[src/hw/pmcap_cfg.svh]
// constants for the power-management capability register bank
// assumes an AXI4-Lite host with word-aligned accesses
// What this block does
// - capability bits 8:6 read zero
// - capability bit 5 reads zero
// - bit 4 flags cold wake needs aux
// - aux bit zero when cold wake clear
// - bit 3 set if wake needs clock
// - bit 3 zero if no wake anywhere
// - capability bits 2:0 read 010b
// - control/status survives D3hot-to-D0 reset
// - D3hot-to-D0 write raises a one-cycle func_reset_pulse
// - wake status sets on event, ignoring enable
// - write one clears status, zero ignored
// - data scale bits 14:13 read zero
// - data select bits 12:9 read zero
// - wake enable gates wake assertion
// - wake enable cleared by global reset only
// - control/status bits 7:2 read zero
// - power state field reads/writes D0..D3hot
// - cold wake bit defaults one, writable
// - capability bits 14:11 read one
`ifndef PMCAP_CFG_SVH
`define PMCAP_CFG_SVH

// register indices; byte address is four times the index
`define PMCAP_IDX_CAP 10'h0a2
`define PMCAP_IDX_CSR 10'h0a4

// capability fields
`define PMCAP_CAP_COLD_BIT 15
`define PMCAP_CAP_HOT_WAKE 4'hf
`define PMCAP_CAP_D2_D1 2'h3
`define PMCAP_CAP_VERSION 3'h2
`define PMCAP_AUX_SUPPLY 1'h1
`define PMCAP_WAKE_CLOCK 1'h0
`define PMCAP_COLD_RESET 1'h1

// control/status fields
`define PMCAP_CSR_STAT_BIT 15
`define PMCAP_CSR_EN_BIT 8
`define PMCAP_CSR_PS_LSB 0

// axi answers
`define PMCAP_RESP_OKAY 2'h0
`define PMCAP_RESP_SLVERR 2'h2

`endif

[src/hw/pmcap_pkg.sv]
// types for the power-management capability register bank
// assumes pmcap_cfg.svh holds the numeric constants
package pmcap_pkg;

	typedef enum logic [1:0] {
		PMCAP_D0 = 2'b00,
		PMCAP_D1 = 2'b01,
		PMCAP_D2 = 2'b10,
		PMCAP_D3HOT = 2'b11
	} pmcap_pstate_e;

	typedef struct packed {
		logic aw_held;
		logic [9:0] aw_idx;
		logic w_held;
		logic [15:0] wdata;
		logic [1:0] wstrb;
		logic bvalid;
		logic [1:0] bresp;
		logic rvalid;
		logic [31:0] rdata;
		logic [1:0] rresp;
		pmcap_pstate_e power_state_field;
		logic wake_enable;
		logic wake_status_flag;
		logic cold_wake_cap;
		logic func_reset;
		logic wake_n;
		logic aw_open;
		logic w_open;
		logic ar_open;
	} pmcap_state_s;

	typedef struct packed {
		logic [15:0] data;
		logic [1:0] strb;
	} pmcap_wr_s;

endpackage

[src/hw/pmcap_regs.sv]
// power-management capability and control/status registers
// assumes AXI4-Lite master, global reset on aresetn, card reset in
//
// The AXI4-Lite register port is this design's own decision.
`timescale 1ns/1ps
`include "pmcap_cfg.svh"

module pmcap_regs
	import pmcap_pkg::*;
(
	input wire logic aclk,
	input wire logic aresetn,
	input wire logic card_bus_reset_n,
	input wire logic wake_event,
	input wire logic [11:0] s_axi_awaddr,
	input wire logic [2:0] s_axi_awprot,
	input wire logic s_axi_awvalid,
	output logic s_axi_awready,
	input wire logic [31:0] s_axi_wdata,
	input wire logic [3:0] s_axi_wstrb,
	input wire logic s_axi_wvalid,
	output logic s_axi_wready,
	output logic [1:0] s_axi_bresp,
	output logic s_axi_bvalid,
	input wire logic s_axi_bready,
	input wire logic [11:0] s_axi_araddr,
	input wire logic [2:0] s_axi_arprot,
	input wire logic s_axi_arvalid,
	output logic s_axi_arready,
	output logic [31:0] s_axi_rdata,
	output logic [1:0] s_axi_rresp,
	output logic s_axi_rvalid,
	input wire logic s_axi_rready,
	output logic [1:0] power_state,
	output logic wake_n,
	output logic func_reset_pulse
);

	// whole block state lives in one register
	pmcap_state_s st_ff;
	pmcap_state_s nxt_st;

	// read images of the two registers
	logic [15:0] cap_word;
	logic [15:0] csr_word;

	// capability helpers
	logic hot_wake_any;
	logic any_wake;
	logic aux_bit;
	logic clk_bit;

	// write channel handshake
	logic aw_take;
	logic w_take;
	logic do_write;
	logic b_done;

	// write decode
	logic hit_cap;
	logic hit_csr;
	logic aw_hit_any;
	logic [1:0] wr_resp;

	// write strobes per register and lane
	pmcap_wr_s wr;
	logic wr_hi;
	logic wr_lo;
	logic cap_wr;
	logic csr_hi_wr;
	logic csr_lo_wr;

	// write channel next values
	logic aw_held_next;
	logic w_held_next;
	logic bvalid_next;

	// read channel
	logic [9:0] ar_idx;
	logic ar_take;
	logic r_done;
	logic ar_hit_cap;
	logic ar_hit_csr;

	// read answer
	logic [31:0] rd_word;
	logic [1:0] rd_resp;
	logic rvalid_next;

	// power state
	pmcap_pstate_e new_ps;
	pmcap_pstate_e ps_written;
	pmcap_pstate_e ps_next;
	logic from_d3hot;
	logic to_d0;
	logic d3hot_exit;
	logic pulse_next;

	// wake context
	logic cold_next;
	logic en_next;
	logic stat_clr;
	logic stat_kept;
	logic stat_next;
	logic card_rst;
	logic wake_drive;

	// warm wake support is fixed by the constant mask
	assign hot_wake_any = |`PMCAP_CAP_HOT_WAKE;

	// wake possible from at least one state
	assign any_wake = st_ff.cold_wake_cap | hot_wake_any;

	// aux indication only means something with cold wake
	assign aux_bit = `PMCAP_AUX_SUPPLY & st_ff.cold_wake_cap;

	// no wake support anywhere forces the clock bit low
	assign clk_bit = `PMCAP_WAKE_CLOCK & any_wake;

	// capability image
	always_comb begin
		cap_word = 16'h0000;
		cap_word[15] = st_ff.cold_wake_cap;
		cap_word[14:11] = `PMCAP_CAP_HOT_WAKE;
		cap_word[10:9] = `PMCAP_CAP_D2_D1;
		cap_word[8:6] = 3'h0;
		cap_word[5] = 1'h0;
		cap_word[4] = aux_bit;
		cap_word[3] = clk_bit;
		cap_word[2:0] = `PMCAP_CAP_VERSION;
	end

	// control/status image
	always_comb begin
		csr_word = 16'h0000;
		csr_word[`PMCAP_CSR_STAT_BIT] = st_ff.wake_status_flag;
		csr_word[14:13] = 2'h0;
		csr_word[12:9] = 4'h0;
		csr_word[`PMCAP_CSR_EN_BIT] = st_ff.wake_enable;
		csr_word[7:2] = 6'h00;
		csr_word[1:0] = st_ff.power_state_field;
	end

	// address handed over at this edge
	assign aw_take = s_axi_awvalid & st_ff.aw_open;

	// data handed over at this edge, in either order
	assign w_take = s_axi_wvalid & st_ff.w_open;

	// both halves held and no answer still waiting
	assign do_write = st_ff.aw_held & st_ff.w_held & ~st_ff.bvalid;

	// answer accepted by the master
	assign b_done = st_ff.bvalid & s_axi_bready;

	// decode of the held write index
	assign hit_cap = st_ff.aw_idx == `PMCAP_IDX_CAP;
	assign hit_csr = st_ff.aw_idx == `PMCAP_IDX_CSR;
	assign aw_hit_any = hit_cap | hit_csr;

	// unmapped writes are answered but change nothing
	assign wr_resp = aw_hit_any ? `PMCAP_RESP_OKAY :
		`PMCAP_RESP_SLVERR;

	// held data and byte lanes
	assign wr.data = st_ff.wdata;
	assign wr.strb = st_ff.wstrb;

	// upper lane carries status, enable and cold wake
	assign wr_hi = do_write & wr.strb[1];

	// lower lane carries the power state
	assign wr_lo = do_write & wr.strb[0];

	// per register, per lane write strobes
	assign cap_wr = wr_hi & hit_cap;
	assign csr_hi_wr = wr_hi & hit_csr;
	assign csr_lo_wr = wr_lo & hit_csr;

	// held from the take until the write is done
	assign aw_held_next = (st_ff.aw_held | aw_take) & ~do_write;

	// same for the data half
	assign w_held_next = (st_ff.w_held | w_take) & ~do_write;

	// answer stands until the master takes it
	assign bvalid_next = (st_ff.bvalid & ~b_done) | do_write;

	// read index of the byte address
	assign ar_idx = s_axi_araddr[11:2];

	// a read is taken whenever no answer is pending
	assign ar_take = s_axi_arvalid & st_ff.ar_open;

	// read answer accepted by the master
	assign r_done = st_ff.rvalid & s_axi_rready;

	// decode of the read index
	assign ar_hit_cap = ar_idx == `PMCAP_IDX_CAP;
	assign ar_hit_csr = ar_idx == `PMCAP_IDX_CSR;

	// read answer stands until taken
	assign rvalid_next = ar_take | (st_ff.rvalid & ~r_done);

	// unmapped reads return zero with an error answer
	always_comb begin
		rd_word = 32'h00000000;
		rd_resp = `PMCAP_RESP_OKAY;
		if (ar_hit_cap) begin
			rd_word = {16'h0000, cap_word};
		end else if (ar_hit_csr) begin
			rd_word = {16'h0000, csr_word};
		end else begin
			rd_resp = `PMCAP_RESP_SLVERR;
		end
	end

	// requested power state from the lower lane
	assign new_ps = pmcap_pstate_e'(wr.data[1:0]);

	// leaving D3hot for D0 asks for the internal reset
	assign from_d3hot = st_ff.power_state_field == PMCAP_D3HOT;
	assign to_d0 = new_ps == PMCAP_D0;
	assign d3hot_exit = csr_lo_wr & from_d3hot & to_d0;

	// card reset level, high while asserted
	assign card_rst = ~card_bus_reset_n;

	// no pulse while the card reset holds
	assign pulse_next = d3hot_exit & ~card_rst;

	// cold wake support, cleared by firmware without aux supply
	assign cold_next = cap_wr ? wr.data[`PMCAP_CAP_COLD_BIT] :
		st_ff.cold_wake_cap;

	// enable is left alone by the card reset
	assign en_next = csr_hi_wr ? wr.data[`PMCAP_CSR_EN_BIT] :
		st_ff.wake_enable;

	// any state code is accepted
	assign ps_written = csr_lo_wr ? new_ps : st_ff.power_state_field;

	// card reset returns the function to D0
	assign ps_next = card_rst ? PMCAP_D0 : ps_written;

	// only a one in the status bit clears it
	assign stat_clr = csr_hi_wr & wr.data[`PMCAP_CSR_STAT_BIT];

	// card reset drops wake context unless wake is enabled
	assign stat_kept = st_ff.wake_status_flag & ~stat_clr &
		~(card_rst & ~st_ff.wake_enable);

	// a new event wins over a clear in the same cycle
	assign stat_next = stat_kept | wake_event;

	// wake is driven only while flagged and enabled
	assign wake_drive = stat_next & en_next;

	always_comb begin
		nxt_st = st_ff;

		// write address and data are taken in either order
		nxt_st.aw_held = aw_held_next;
		nxt_st.w_held = w_held_next;
		if (aw_take) begin
			nxt_st.aw_idx = s_axi_awaddr[11:2];
		end
		if (w_take) begin
			nxt_st.wdata = s_axi_wdata[15:0];
			nxt_st.wstrb = s_axi_wstrb[1:0];
		end

		// write answer
		nxt_st.bvalid = bvalid_next;
		if (do_write) begin
			nxt_st.bresp = wr_resp;
		end

		// read answer, held still while it stands
		nxt_st.rvalid = rvalid_next;
		if (ar_take) begin
			nxt_st.rdata = rd_word;
			nxt_st.rresp = rd_resp;
		end

		// capability bit kept across both resets but the global one
		nxt_st.cold_wake_cap = cold_next;

		// the csr itself is untouched by the internal reset
		nxt_st.wake_enable = en_next;
		nxt_st.power_state_field = ps_next;
		nxt_st.wake_status_flag = stat_next;

		// one-cycle internal reset request
		nxt_st.func_reset = pulse_next;

		// wake pin, active low
		nxt_st.wake_n = ~wake_drive;

		// ready outputs come from flops, one per channel
		nxt_st.aw_open = ~aw_held_next;
		nxt_st.w_open = ~w_held_next;
		nxt_st.ar_open = ~rvalid_next;
	end

	// global reset clears all but the fixed defaults
	always_ff @(posedge aclk) begin
		if (!aresetn) begin
			st_ff <= '0;
			st_ff.power_state_field <= PMCAP_D0;
			st_ff.wake_enable <= 1'b0;
			st_ff.cold_wake_cap <= `PMCAP_COLD_RESET;
			st_ff.wake_n <= 1'b1;
			st_ff.aw_open <= 1'b1;
			st_ff.w_open <= 1'b1;
			st_ff.ar_open <= 1'b1;
		end else begin
			st_ff <= nxt_st;
		end
	end

	// write channel
	assign s_axi_awready = st_ff.aw_open;
	assign s_axi_wready = st_ff.w_open;
	assign s_axi_bvalid = st_ff.bvalid;
	assign s_axi_bresp = st_ff.bresp;

	// read channel
	assign s_axi_arready = st_ff.ar_open;
	assign s_axi_rvalid = st_ff.rvalid;
	assign s_axi_rdata = st_ff.rdata;
	assign s_axi_rresp = st_ff.rresp;

	// function side
	assign power_state = st_ff.power_state_field;
	assign wake_n = st_ff.wake_n;
	assign func_reset_pulse = st_ff.func_reset;

endmodule

[config.mk]
export PLATFORM = sky130hd
export DESIGN_NAME = pmcap_regs
export DESIGN_NICKNAME = d
export VERILOG_FILES = /design/src/hw/pmcap_pkg.sv /design/src/hw/pmcap_regs.sv
export VERILOG_INCLUDE_DIRS = /design/src /design/src/hw
export SDC_FILE = /design/constraint.sdc
export NUM_CORES = 1
export LEC_CHECK = 0
export ABC_AREA = 1
export BUFFER_PORTS_ARGS = -buffer_cell sky130_fd_sc_hd__buf_2
export CAP_MARGIN = 20
export CORE_ASPECT_RATIO = 0.6
export CORE_MARGIN = 2
export CORE_UTILIZATION = 43
export CTS_CLUSTER_DIAMETER = 200
export CTS_CLUSTER_SIZE = 20
export DETAILED_ROUTE_END_ITERATION = 8
export PLACE_DENSITY_LB_ADDON = 0.05
export SLEW_MARGIN = 30
export SYNTH_ARGS = -nofsm -noshare
export SYNTH_HDL_FRONTEND = slang
export SYNTH_SLANG_ARGS = --single-unit
[constraint.sdc]
create_clock -name aclk -period 1.2 [get_ports aclk]
set_input_delay 0.24 -clock aclk [delete_from_list [all_inputs] [get_ports aclk]]
set_output_delay 0.24 -clock aclk [all_outputs]
set_load 0.02 [all_outputs]
==> results of run 1 <==
==> per-layer routing <==
layer	vias up	share of wire [%]
met2	52	35
met5	-	0
met3	0	7.2
met4	0	0
met1	630	58
li1	826	-
==> critical path, delay by kind of cell, from the launching register on <==
kind             cells  cell delay (ns)
AND/OR/NAND/NOR      6             0.70
flip-flops           1             0.34
==> cell families (layout without fill, tap and decap cells) <==
logic type             Yosys count  after routing
AOI/OAI and AO/OA               39             39
DFF                             38             38
buffers and inverters           69             97
other                            1             23
and+or+nand+nor                 99             99
==> sequential cells by signal, indices dropped and copies added, names as in the netlist <==
| signal | count |
|---|---|
| st_ff | 16 |
| s_axi_rdata | 6 |
| csr_word | 2 |
| new_ps | 2 |
| power_state | 2 |
| aux_bit | 1 |
| func_reset_pulse | 1 |
| s_axi_arready | 1 |
| s_axi_awready | 1 |
| s_axi_bresp | 1 |
| s_axi_bvalid | 1 |
| s_axi_rresp | 1 |
| s_axi_rvalid | 1 |
| s_axi_wready | 1 |
| wake_n | 1 |
==> final cells by class <==
| class | instances | area, sq um |
|---|---|---|
| Fill cell | 415 | 1929 |
| Multi-Input combinational cell | 161 | 849.6 |
| Sequential cell | 38 | 762.0 |
| Timing Repair Buffer | 63 | 332.8 |
| Inverter | 26 | 97.59 |
| Clock buffer | 6 | 82.58 |
| Tap cell | 60 | 75.07 |
| Clock inverter | 2 | 60.06 |
==> cells in the final DEF, fill, tap and decap left out, drive strengths merged <==
cell,count
o21a,1
o211ai,1
clkinv,2
nand4,7
o21ai,23
buf,63
dfxtp,38
a21oi,14
clkbuf,6
nor3,4
nand2,26
nor3b,1
inv,24
nand3,13
nor2,48
bufinv,2
conb,23
==> where the power goes <==
group          switching, mW  total (mW)  internal, mW
Clock                  0.456        1.34         0.887
Sequential            0.0528        1.40          1.34
Combinational          0.328       0.499         0.172
==> worst paths after layout <==
| path | startpoint | end | slack [ns] | depth (start not counted) |
|---|---|---|---|---|
| hold reg to reg | new_ps[1] | func_reset_pulse | 0.46 | 1 |
| hold / removal | s_axi_awaddr[3] | st_ff[68] | 0.20 | 3 |
| setup reg to reg | st_ff[75] | aux_bit | 0.05 | 6 |
| setup / recovery | st_ff[75] | aux_bit | 0.05 | 6 |
==> per-stage QoR <==
stage / cell area, sq um / hold slack (ns) / cells
6_report: 2260 / 0.2010 / 356
5_1_grt: 2260 / 0.2218 / 356
4_1_cts: 2232 / 0.1971 / 355
3_5_place_dp: 2090 / 0.4463 / 347
3_3_place_gp: 2090 / 0.4459 / 347
2_1_floorplan: 1997 / 0.3784 / 268
==> repair_timing <==
action                     CTS  global route
setup endpoints to repair    0             3
setup buffers                0             1
gates resized for setup      0             4
==> summary.txt, run 1 <==
Yosys
  – Number of warnings issued by yosys: 0
  – Fraction of the yosys area taken by sequential cells: 39.74%
  – Post-Syn Area: between 1500 and 2000 sq um
  – Most area-consuming cells after synthesis: sky130_fd_sc_hd__dfxtp_1, sky130_fd_sc_hd__buf_4, sky130_fd_sc_hd__nor2_1
  – Multiplexer share of the synthesized area: 0%
  – Gate count of the mapped netlist: approximately 250
  – XOR/XNOR Fraction of Synth Area: 0%
  – Synthesized area divided by synthesized cell count: 7.782 sq um
  – Area share of and/or/nand/nor cells after synthesis: about 28%
  – Adder-Cell Fraction of Synth Area: 0%
  – Post-synth EDFFs: 0
  – Number of distinct library cell variants in the gate-level netlist after synthesis: 28
  – Async set or reset register ratio after synthesis: 0%
  – Area share of the largest cell type after synthesis: roughly two fifths
  – Most common library cells after synthesis: sky130_fd_sc_hd__buf_4, sky130_fd_sc_hd__dfxtp_1, sky130_fd_sc_hd__nor2_1
  – Most frequently used flop master after synthesis: sky130_fd_sc_hd__dfxtp_1
  – Count of state elements after synthesis: 38
  – Largest family of logic cells by synthesized area: simple AND/OR/NAND/NOR gates
  – Synth Area in Compound Gates: between 10% and 20%
  – Yosys top cell by area: sky130_fd_sc_hd__dfxtp_1

Detailed routing
  – Number of nets with antenna violations after routing: 0
  – Total length of routed wires: ~3800 um
  – Mean routed wirelength per cell: roughly 11 um
  – First drt pass iteration count: 4
  – Iteration-0 DRC Markers: 73
  – Total number of vias: ~1500
  – Via density per instance: around 4.2
  – Total DRC errors in the routed layout: 0

Floorplanning
  – Core region area: between 4000 and 5000 sq um
  – Rows: 18
  – Number of top-level pins: 120
  – Effective utilization at floorplan: a little under half
  – Area of the die: around 5000 sq um
  – Die width: roughly 90 um
  – DIE HEIGHT: roughly 56 um

Global route
  – GR Layer Usage met2: 19.33%
  – Total grt overflow: 0
  – GRT met3 Usage: 5.556%
  – Met1 track demand over resource: between 20% and 30%
  – Number of global-route vias before repair: between 1000 and 1500
  – Most Crowded Layer GR: met1
  – Tot GR Track Use: between 15 and 20%
  – Antenna violations before repair: 0
  – Global-route wire length before repair: 6299 um
  – Pin count of the biggest net entering global routing: 13

STA
  – Sum of negative setup slack: 0 ns
  – Number of pins with negative max-slew slack in the final report: 0
  – Final clock skew: about 0.005 ns
  – Worst setup slack after layout: 0.04523 ns
  – Maximum clock frequency: between 0.8 and 0.9 GHz
  – Period utilisation layout: roughly 96%
  – Final Setup Violations: 0
  – Min Tclk post-route: roughly 1.2 ns
  – Setup repair after global routing missed its margin: yes
  – Hold Fails Final Rpt: 0

Clock network
  – Maximum buffer depth of the clock tree: 2
  – Hold-fix buffer count after cts: 0
  – CTS Buf Count: 5
  – Total number of clock tree sinks: 38
  – Clock slew seen by the registers of the worst setup and hold paths: approximately 0.08 ns
  – Count of H-tree levels built during CTS: 2
  – Clock tree from TritonCTS: done
  – Clock latency on the worst-skew pair: about 0.28 ns
  – Root buf cell: sky130_fd_sc_hd__clkbuf_8

Place
  – Sum of net half-perimeters after detailed placement: 2968 um
  – Final weighted congestion of routability-driven global placement: between 0.7 and 0.8
  – Port-buffer cells: 56
  – Worst slack at placement: between 0.06 and 0.07 ns

Layout
  – End-of-flow core utilization: 53.94%
  – Antenna Cells: 0
  – Net count, final: 370
  – Share of final-layout standard cells stronger than drive strength 1: 32.09%
  – Layout-stage area growth over the synthesis result: 18.04%

Setup path
  – Required time of the critical path: 1.37 ns
  – Cell type with the highest occurrence count on the critical path: sky130_fd_sc_hd__nand2_1
  – Crit path arrival time: roughly 1.3 ns
  – Critical Path Start Type: register
  – Cell with the largest stage delay on the worst path: sky130_fd_sc_hd__dfxtp_2
  – Critical path type: reg -> reg
  – Slowest cell delay on critical path: about 0.34 ns
  – Crit end category: register
  – Critical path, cell by cell: nor2_4 -> nand3_2 -> nor3b_4 -> nand2_1 -> nand2_1 -> nand3_1
  – Max FO, Critical Path: 3

Pwr
  – Static Leak: between 1 and 1.5 nW
  – VDD IR-drop max: just under 0.7 mV
  – Pwr/cell area: roughly 1400 nW/um^2
  – Total Power: around 3.2 mW

Worst hold path
  – Worst min path class: in -> reg

Status
  – Outcome: complete, no violations

Job
  – Maxcap violations: 0
Power figures use the tool's default switching activity.
==> run 2, diff against run 1 <==
--- a/config.mk
+++ b/config.mk
@@ -9,7 +9,7 @@
 export ABC_AREA = 1
 export BUFFER_PORTS_ARGS = -buffer_cell sky130_fd_sc_hd__buf_2
 export CAP_MARGIN = 20
-export CORE_ASPECT_RATIO = 0.6
+export CORE_ASPECT_RATIO = 2
 export CORE_MARGIN = 2
 export CORE_UTILIZATION = 43
 export CTS_CLUSTER_DIAMETER = 200
==> summary.txt, run 2 (synthesized netlist as in run 1, its figures left out) <==
Layout
  – Layout-stage area growth over the synthesis result: 17.19%
  – Net count, final: 369 (-0.27%)
  – Share of final-layout standard cells stronger than drive strength 1: 31.53% (-0.57 points)
  – Final non-filler cell total: 349 (-2.0%)
  – Commonest cells after routing, fill and taps aside: sky130_fd_sc_hd__buf_2, sky130_fd_sc_hd__nor2_1, sky130_fd_sc_hd__dfxtp_1
  – Antenna Cells: 0 (unchanged)
  – Filler cells: 467 (+13%)
  – Leading cell type in the layout, fill and taps excluded: sky130_fd_sc_hd__buf_2
  – Register with the highest flop count: st_ff
  – Number of flip-flops under the largest register name: 16 (unchanged)

Floorplanning
  – Core region area: 4297 sq um (+2.6%)
  – Number of top-level pins: 120 (unchanged)
  – Die width: 51.18 um (-43%)
  – Area of the die: 5034 sq um (+0.29%)
  – Effective utilization at floorplan: 44.55% (-1.1 points)
  – Rows: 34 (+16)
  – DIE HEIGHT: 98.36 um (+77%)

STA
  – Hold Fails Final Rpt: 0 (unchanged)
  – Setup repair after global routing missed its margin: yes
  – Period utilisation layout: 94.64% (-1.6 points)
  – Final Setup Violations: 0 (unchanged)
  – Maximum clock frequency: 0.8806 GHz (+1.7%)
  – Final clock skew: 0.005750 ns (+0.0007497 ns)
  – Min Tclk post-route: 1.136 ns (-0.01914 ns)
  – Final hold slack: 0.1996 ns (-0.001433 ns)
  – Number of pins with negative max-slew slack in the final report: 0 (unchanged)

Setup path
  – Required time of the critical path: 1.38 ns (about the same)
  – Cell with the largest stage delay on the worst path: sky130_fd_sc_hd__dfxtp_1
  – Crit path arrival time: 1.32 ns (about the same)
  – Worst Setup SP: st_ff[75]
  – Critical path type: reg -> reg
  – Slowest cell delay on critical path: 0.33 ns (about the same)
  – Critical Path Start Type: register
  – Startpoint of the most critical register-to-register path: st_ff[75]
  – Max FO, Critical Path: 3 (unchanged)
  – Critical path, cell by cell: nor2_4 -> nand3_2 -> nor3b_4 -> nand2_1 -> nand2_1 -> nand3_1
  – Cell type with the highest occurrence count on the critical path: sky130_fd_sc_hd__nand2_1
  – Crit end category: register
  – Setup slack of the most critical reg-to-reg path: 0.06 ns (+0.02 ns)

Pwr
  – Portion of total power attributed to the clock network: 41.2% (-0.2 points)
  – Internal power contribution: 2.400 mW (-0.15%)
  – VDD IR-drop max: 1.403 mV (+110%)
  – Power spent charging and discharging nets: 0.8068 mW (-3.5%)
  – Sequential cell fraction of total power: 43.6% (+0.5 points)
  – Share of total power consumed by net switching: 25.16% (-0.65 points)
  – Logic gate share of total power: 15.3% (about the same)
  – Static Leak: 1.117 nW (-0.44%)
  – Pwr/cell area: 1429 nW/um^2 (-0.30%)

Place
  – Port-buffer cells: 56 (unchanged)
  – Final weighted congestion of routability-driven global placement: 0.7461 (-6.4%)
  – Total placed cells including tap cells: 340 (-2.0%)
  – Sum of net half-perimeters after detailed placement: 3022 um (+1.8%)

Clock network
  – Root buf cell: sky130_fd_sc_hd__clkbuf_8
  – Clock slew seen by the registers of the worst setup and hold paths: 0.07 ns (about the same)
  – Clock latency on the worst-skew pair: 0.28 ns (about the same)
  – Maximum buffer depth of the clock tree: 2 (unchanged)
  – Clock tree from TritonCTS: done
  – Total number of clock tree sinks: 38 (unchanged)
  – CTS Buf Count: 5 (unchanged)
  – Count of H-tree levels built during CTS: 2 (unchanged)

Detailed routing
  – Number of nets with antenna violations after routing: 0 (unchanged)
  – Total number of vias: 1522 (+0.93%)
  – Total DRC errors in the routed layout: 0 (unchanged)
  – Iteration-0 DRC Markers: 17 (-77%)
  – Mean routed wirelength per cell: 10.44 um (-1.9%)
  – Via density per instance: 4.361 (+3.0%)
  – First drt pass iteration count: 3 (-1)
  – Total length of routed wires: 3643 um (-3.8%)

Worst hold path
  – Worst min path class: in -> reg
  – Origin of the worst min-delay path: s_axi_wdata[1]

Status
  – Outcome: complete, no violations

Global route
  – Tot GR Track Use: 15.64% (+0.25 points)
  – Pin count of the biggest net entering global routing: 17 (+4)
  – Antenna violations before repair: 0 (unchanged)
  – Number of global-route vias before repair: 1411 (+4.7%)
  – Global-route wire length before repair: 5954 um (-5.5%)
  – Total grt overflow: 0 (unchanged)

Job
  – Maxcap violations: 0 (unchanged)
run 2: power groups by stage:
stage	sequential [mW]	clock, mW	combinational, mW
floorplan	1.43	0	0.400
global placement	1.42	0	0.480
detailed placement	1.42	0	0.483
CTS	1.39	1.36	0.484
global route	1.41	1.41	0.550
finish	1.40	1.32	0.489
run 2: final timing paths:
kind / to / cells after the start
min reg2reg: func_reset_pulse / 1
max reg2reg: aux_bit / 6
max: aux_bit / 6
min: new_ps[1] / 3
run 2: per-stage QoR:
step           setup TNS, ns  setup WS (ns)  utilization [%]  area [sq um]  total power [mW]
2_1_floorplan              0         0.1093                -          1997             1.834
3_3_place_gp               0        0.03564            48.28          2074             1.902
3_5_place_dp               0        0.03257            48.28          2074             1.908
4_1_cts                    0        0.03095            51.60          2217             3.241
5_1_grt            -0.009784      -0.009784            52.21          2243             3.374
6_report                   0        0.06437            52.21          2243             3.207
run 2: area by class of cell:
cell class / instances / area, sq um / share of cell area [%]
multi-input combinational: 161 / 849.6 / 37.87
sequential: 38 / 760.7 / 33.91
timing repair buffer: 62 / 325.3 / 14.50
inverter: 26 / 97.59 / 4.350
clock buffer: 6 / 82.58 / 3.681
tap: 54 / 67.56 / 3.012
clock inverter: 2 / 60.06 / 2.677
run 2: timing repair:
action / 4_1_cts / 5_1_grt
endpoints found under the setup margin: 0 / 4
gates resized for setup: 0 / 3
hold buffers: 0 / 0
setup buffers: 0 / 1
run 2: routing by layer:
metal,part of all wire (%),track usage [%],wire [um]
met4,2.1,8.108,78
met2,59,30.07,2154
met1,33,14.68,1216
met3,5.3,2.752,193
met5,0,0,0
run 2: worst max-delay path, delay by kind of cell (launching register included):
kind / cells / cell delay, ns
flops: 1 / 0.33
simple gates: 6 / 0.69
==> run 3, diff against run 2 <==
--- a/config.mk
+++ b/config.mk
@@ -9,9 +9,11 @@
 export ABC_AREA = 1
 export BUFFER_PORTS_ARGS = -buffer_cell sky130_fd_sc_hd__buf_2
 export CAP_MARGIN = 20
+export CELL_PAD_IN_SITES_DETAIL_PLACEMENT = 1
+export CELL_PAD_IN_SITES_GLOBAL_PLACEMENT = 1
 export CORE_ASPECT_RATIO = 2
 export CORE_MARGIN = 2
-export CORE_UTILIZATION = 43
+export CORE_UTILIZATION = 29
 export CTS_CLUSTER_DIAMETER = 200
 export CTS_CLUSTER_SIZE = 20
 export DETAILED_ROUTE_END_ITERATION = 8
==> summary.txt, run 3 (synthesized netlist as in run 1, its figures left out) <==
Floorplanning
  – Die width: 61.45 um (+20%)
  – Area of the die: 7306 sq um (+45%)
  – Effective utilization at floorplan: 30.09% (-14 points)
  – DIE HEIGHT: 118.9 um (+21%)
  – Core region area: 6361 sq um (+48%)
  – Number of top-level pins: 120 (unchanged)
  – Rows: 41 (+21%)

Setup path
  – Crit-path leading delay family: flip-flops
  – Required time of the critical path: 0.96 ns (-0.42 ns)
  – Setup slack of the most critical reg-to-reg path: 0.06 ns (about the same)
  – Worst flop-to-flop path endpoint: aux_bit
  – Critical path, cell by cell: buf_2
  – Depth of the critical timing path with buffers and inverters included: 1 (-5)
  – Bufs and invs on worst path: 1 (+1)
  – Crit path arrival time: 0.94 ns (-0.38 ns)
  – Worst Setup SP: power_state[0]
  – Max FO, Critical Path: 4 (+1)
  – Critical path type: reg -> out
  – Slowest cell delay on critical path: 0.44 ns (+0.11 ns)
  – Cell with the largest stage delay on the worst path: sky130_fd_sc_hd__dfxtp_1
  – Startpoint of the most critical register-to-register path: st_ff[75]
  – Crit end category: primary output
  – Critical Path Start Type: register
  – Cell count of the worst reg-to-reg path: 6 (unchanged)

Layout
  – Layout-stage area growth over the synthesis result: 21.90%
  – Share of final-layout standard cells stronger than drive strength 1: 33.33% (+1.8 points)
  – Net count, final: 371 (+0.54%)
  – Antenna Cells: 0 (unchanged)
  – Area of all placed cells without fillers: 2333 sq um (+4.0%)
  – Number of flip-flops under the largest register name: 16 (unchanged)
  – Leading cell type in the layout, fill and taps excluded: sky130_fd_sc_hd__buf_2
  – Register with the highest flop count: st_ff
  – Commonest cells after routing, fill and taps aside: sky130_fd_sc_hd__buf_2, sky130_fd_sc_hd__nor2_1, sky130_fd_sc_hd__dfxtp_1

Clock network
  – Hold-fix buffer count after cts: 0 (unchanged)
  – Clock slew seen by the registers of the worst setup and hold paths: 0.06 ns (about the same)
  – CTS Buf Count: 5 (unchanged)
  – Maximum buffer depth of the clock tree: 2 (unchanged)
  – Clock latency on the worst-skew pair: 0.28 ns (about the same)
  – Total number of clock tree sinks: 38 (unchanged)
  – Count of H-tree levels built during CTS: 2 (unchanged)
  – Clock tree from TritonCTS: done
  – Root buf cell: sky130_fd_sc_hd__clkbuf_16

Place
  – Port-buffer cells: 56 (unchanged)
  – Final weighted congestion of routability-driven global placement: 0.7422 (-0.52%)
  – Placed cell areas: 2122 sq um (+2.3%)
  – Sum of net half-perimeters after detailed placement: 3650 um (+21%)

Detailed routing
  – Total number of vias: 1611 (+5.8%)
  – Wire length on met1: 1424 um (+17%)
  – Wire length on met2: 2714 um (+26%)
  – Via density per instance: 4.206 (-3.5%)
  – Top metal layer carrying routed signals: met4
  – Number of nets with antenna violations after routing: 0 (unchanged)
  – Mean routed wirelength per cell: 11.81 um (+13%)
  – Total DRC errors in the routed layout: 0 (unchanged)
  – Total length of routed wires: 4525 um (+24%)
  – First drt pass iteration count: 4 (+1)
  – Amount of wire on met3 after detailed routing: 253 um (+31%)
  – Iteration-0 DRC Markers: 31 (+14)

Worst hold path
  – Worst min path class: in -> reg
  – Worst-case hold path end point: st_ff[70]
  – Origin of the worst min-delay path: s_axi_awaddr[5]
  – Number of cells on the worst hold path: 3 (unchanged)

Job
  – Maxcap violations: 0 (unchanged)

Status
  – Outcome: complete, no violations

STA
  – Setup repair after global routing missed its margin: yes
  – Maximum clock frequency: 0.8447 GHz (-4.1%)
  – Final Setup Violations: 0 (unchanged)
  – Final clock skew: 0.002835 ns (-0.002916 ns)
  – Min Tclk post-route: 1.184 ns (+0.04820 ns)
  – Hold Fails Final Rpt: 0 (unchanged)
  – Sum of negative setup slack: 0 ns (unchanged)
  – Number of pins with negative max-slew slack in the final report: 0 (unchanged)
  – Period utilisation layout: 98.65% (+4.0 points)

Pwr
  – Static Leak: 1.134 nW (+1.5%)
  – Pwr/cell area: 1437 nW/um^2 (+0.52%)
  – VDD IR-drop max: 0.8889 mV (-37%)
  – Total Power: 3.353 mW (+4.6%)

Global route
  – Pin count of the biggest net entering global routing: 17 (unchanged)
  – Antenna violations before repair: 0 (unchanged)
  – Total grt overflow: 0 (unchanged)
  – Tot GR Track Use: 13.59% (-2.1 points)
  – Global-route wire length before repair: 7196 um (+21%)
  – Number of global-route vias before repair: 1581 (+12%)
run 3: worst max path at each step:
| stage | endpoint | slack (ns) |
|---|---|---|
| after floorplan | s_axi_arready | 0.11 |
| after global placement | aux_bit | 0.03 |
| after detailed placement | s_axi_rdata[15] | 0.03 |
| after CTS | power_state[0] | 0.02 |
| after global routing | aux_bit | -0.06 |
| final | power_state[0] | 0.02 |
run 3: timing repair:
item	CTS	global route
resized for setup	0	7
buffers inserted	0	2
setup endpoints to repair	0	7
run 3: metrics by stage:
stage | std cells | setup slack (ns) | hold slack (ns) | utilization, %
2_1_floorplan | 268 | 0.1093 | 0.3784 | -
3_3_place_gp | 373 | 0.03409 | 0.4409 | 33.36
3_5_place_dp | 373 | 0.02644 | 0.4473 | 33.36
4_1_cts | 381 | 0.02018 | 0.1965 | 35.98
5_1_grt | 383 | -0.06207 | 0.2058 | 36.68
6_report | 383 | 0.01617 | 0.1997 | 36.68
run 3: layer usage:
layer / vias to the layer above / track usage (%)
met5: - / 0
met4: 0 / 7.979
met3: 8 / 3.257
met2: 45 / 25.07
met1: 733 / 12.29
li1: 825 / -
run 3: area by class of cell:
cell class	instances	area [sq um]
Fill cell	834	4028
Tap cell	86	107.6
Sequential cell	38	762.0
Inverter	26	101.3
Multi-Input combinational cell	161	855.8
Timing Repair Buffer	64	340.3
Clock buffer	8	166.4
run 3: report_power, final:
group / internal [mW] / switching, mW
Combinational: 0.171 / 0.331
Clock: 0.940 / 0.509
Sequential: 1.35 / 0.0547
Total: 2.46 / 0.895
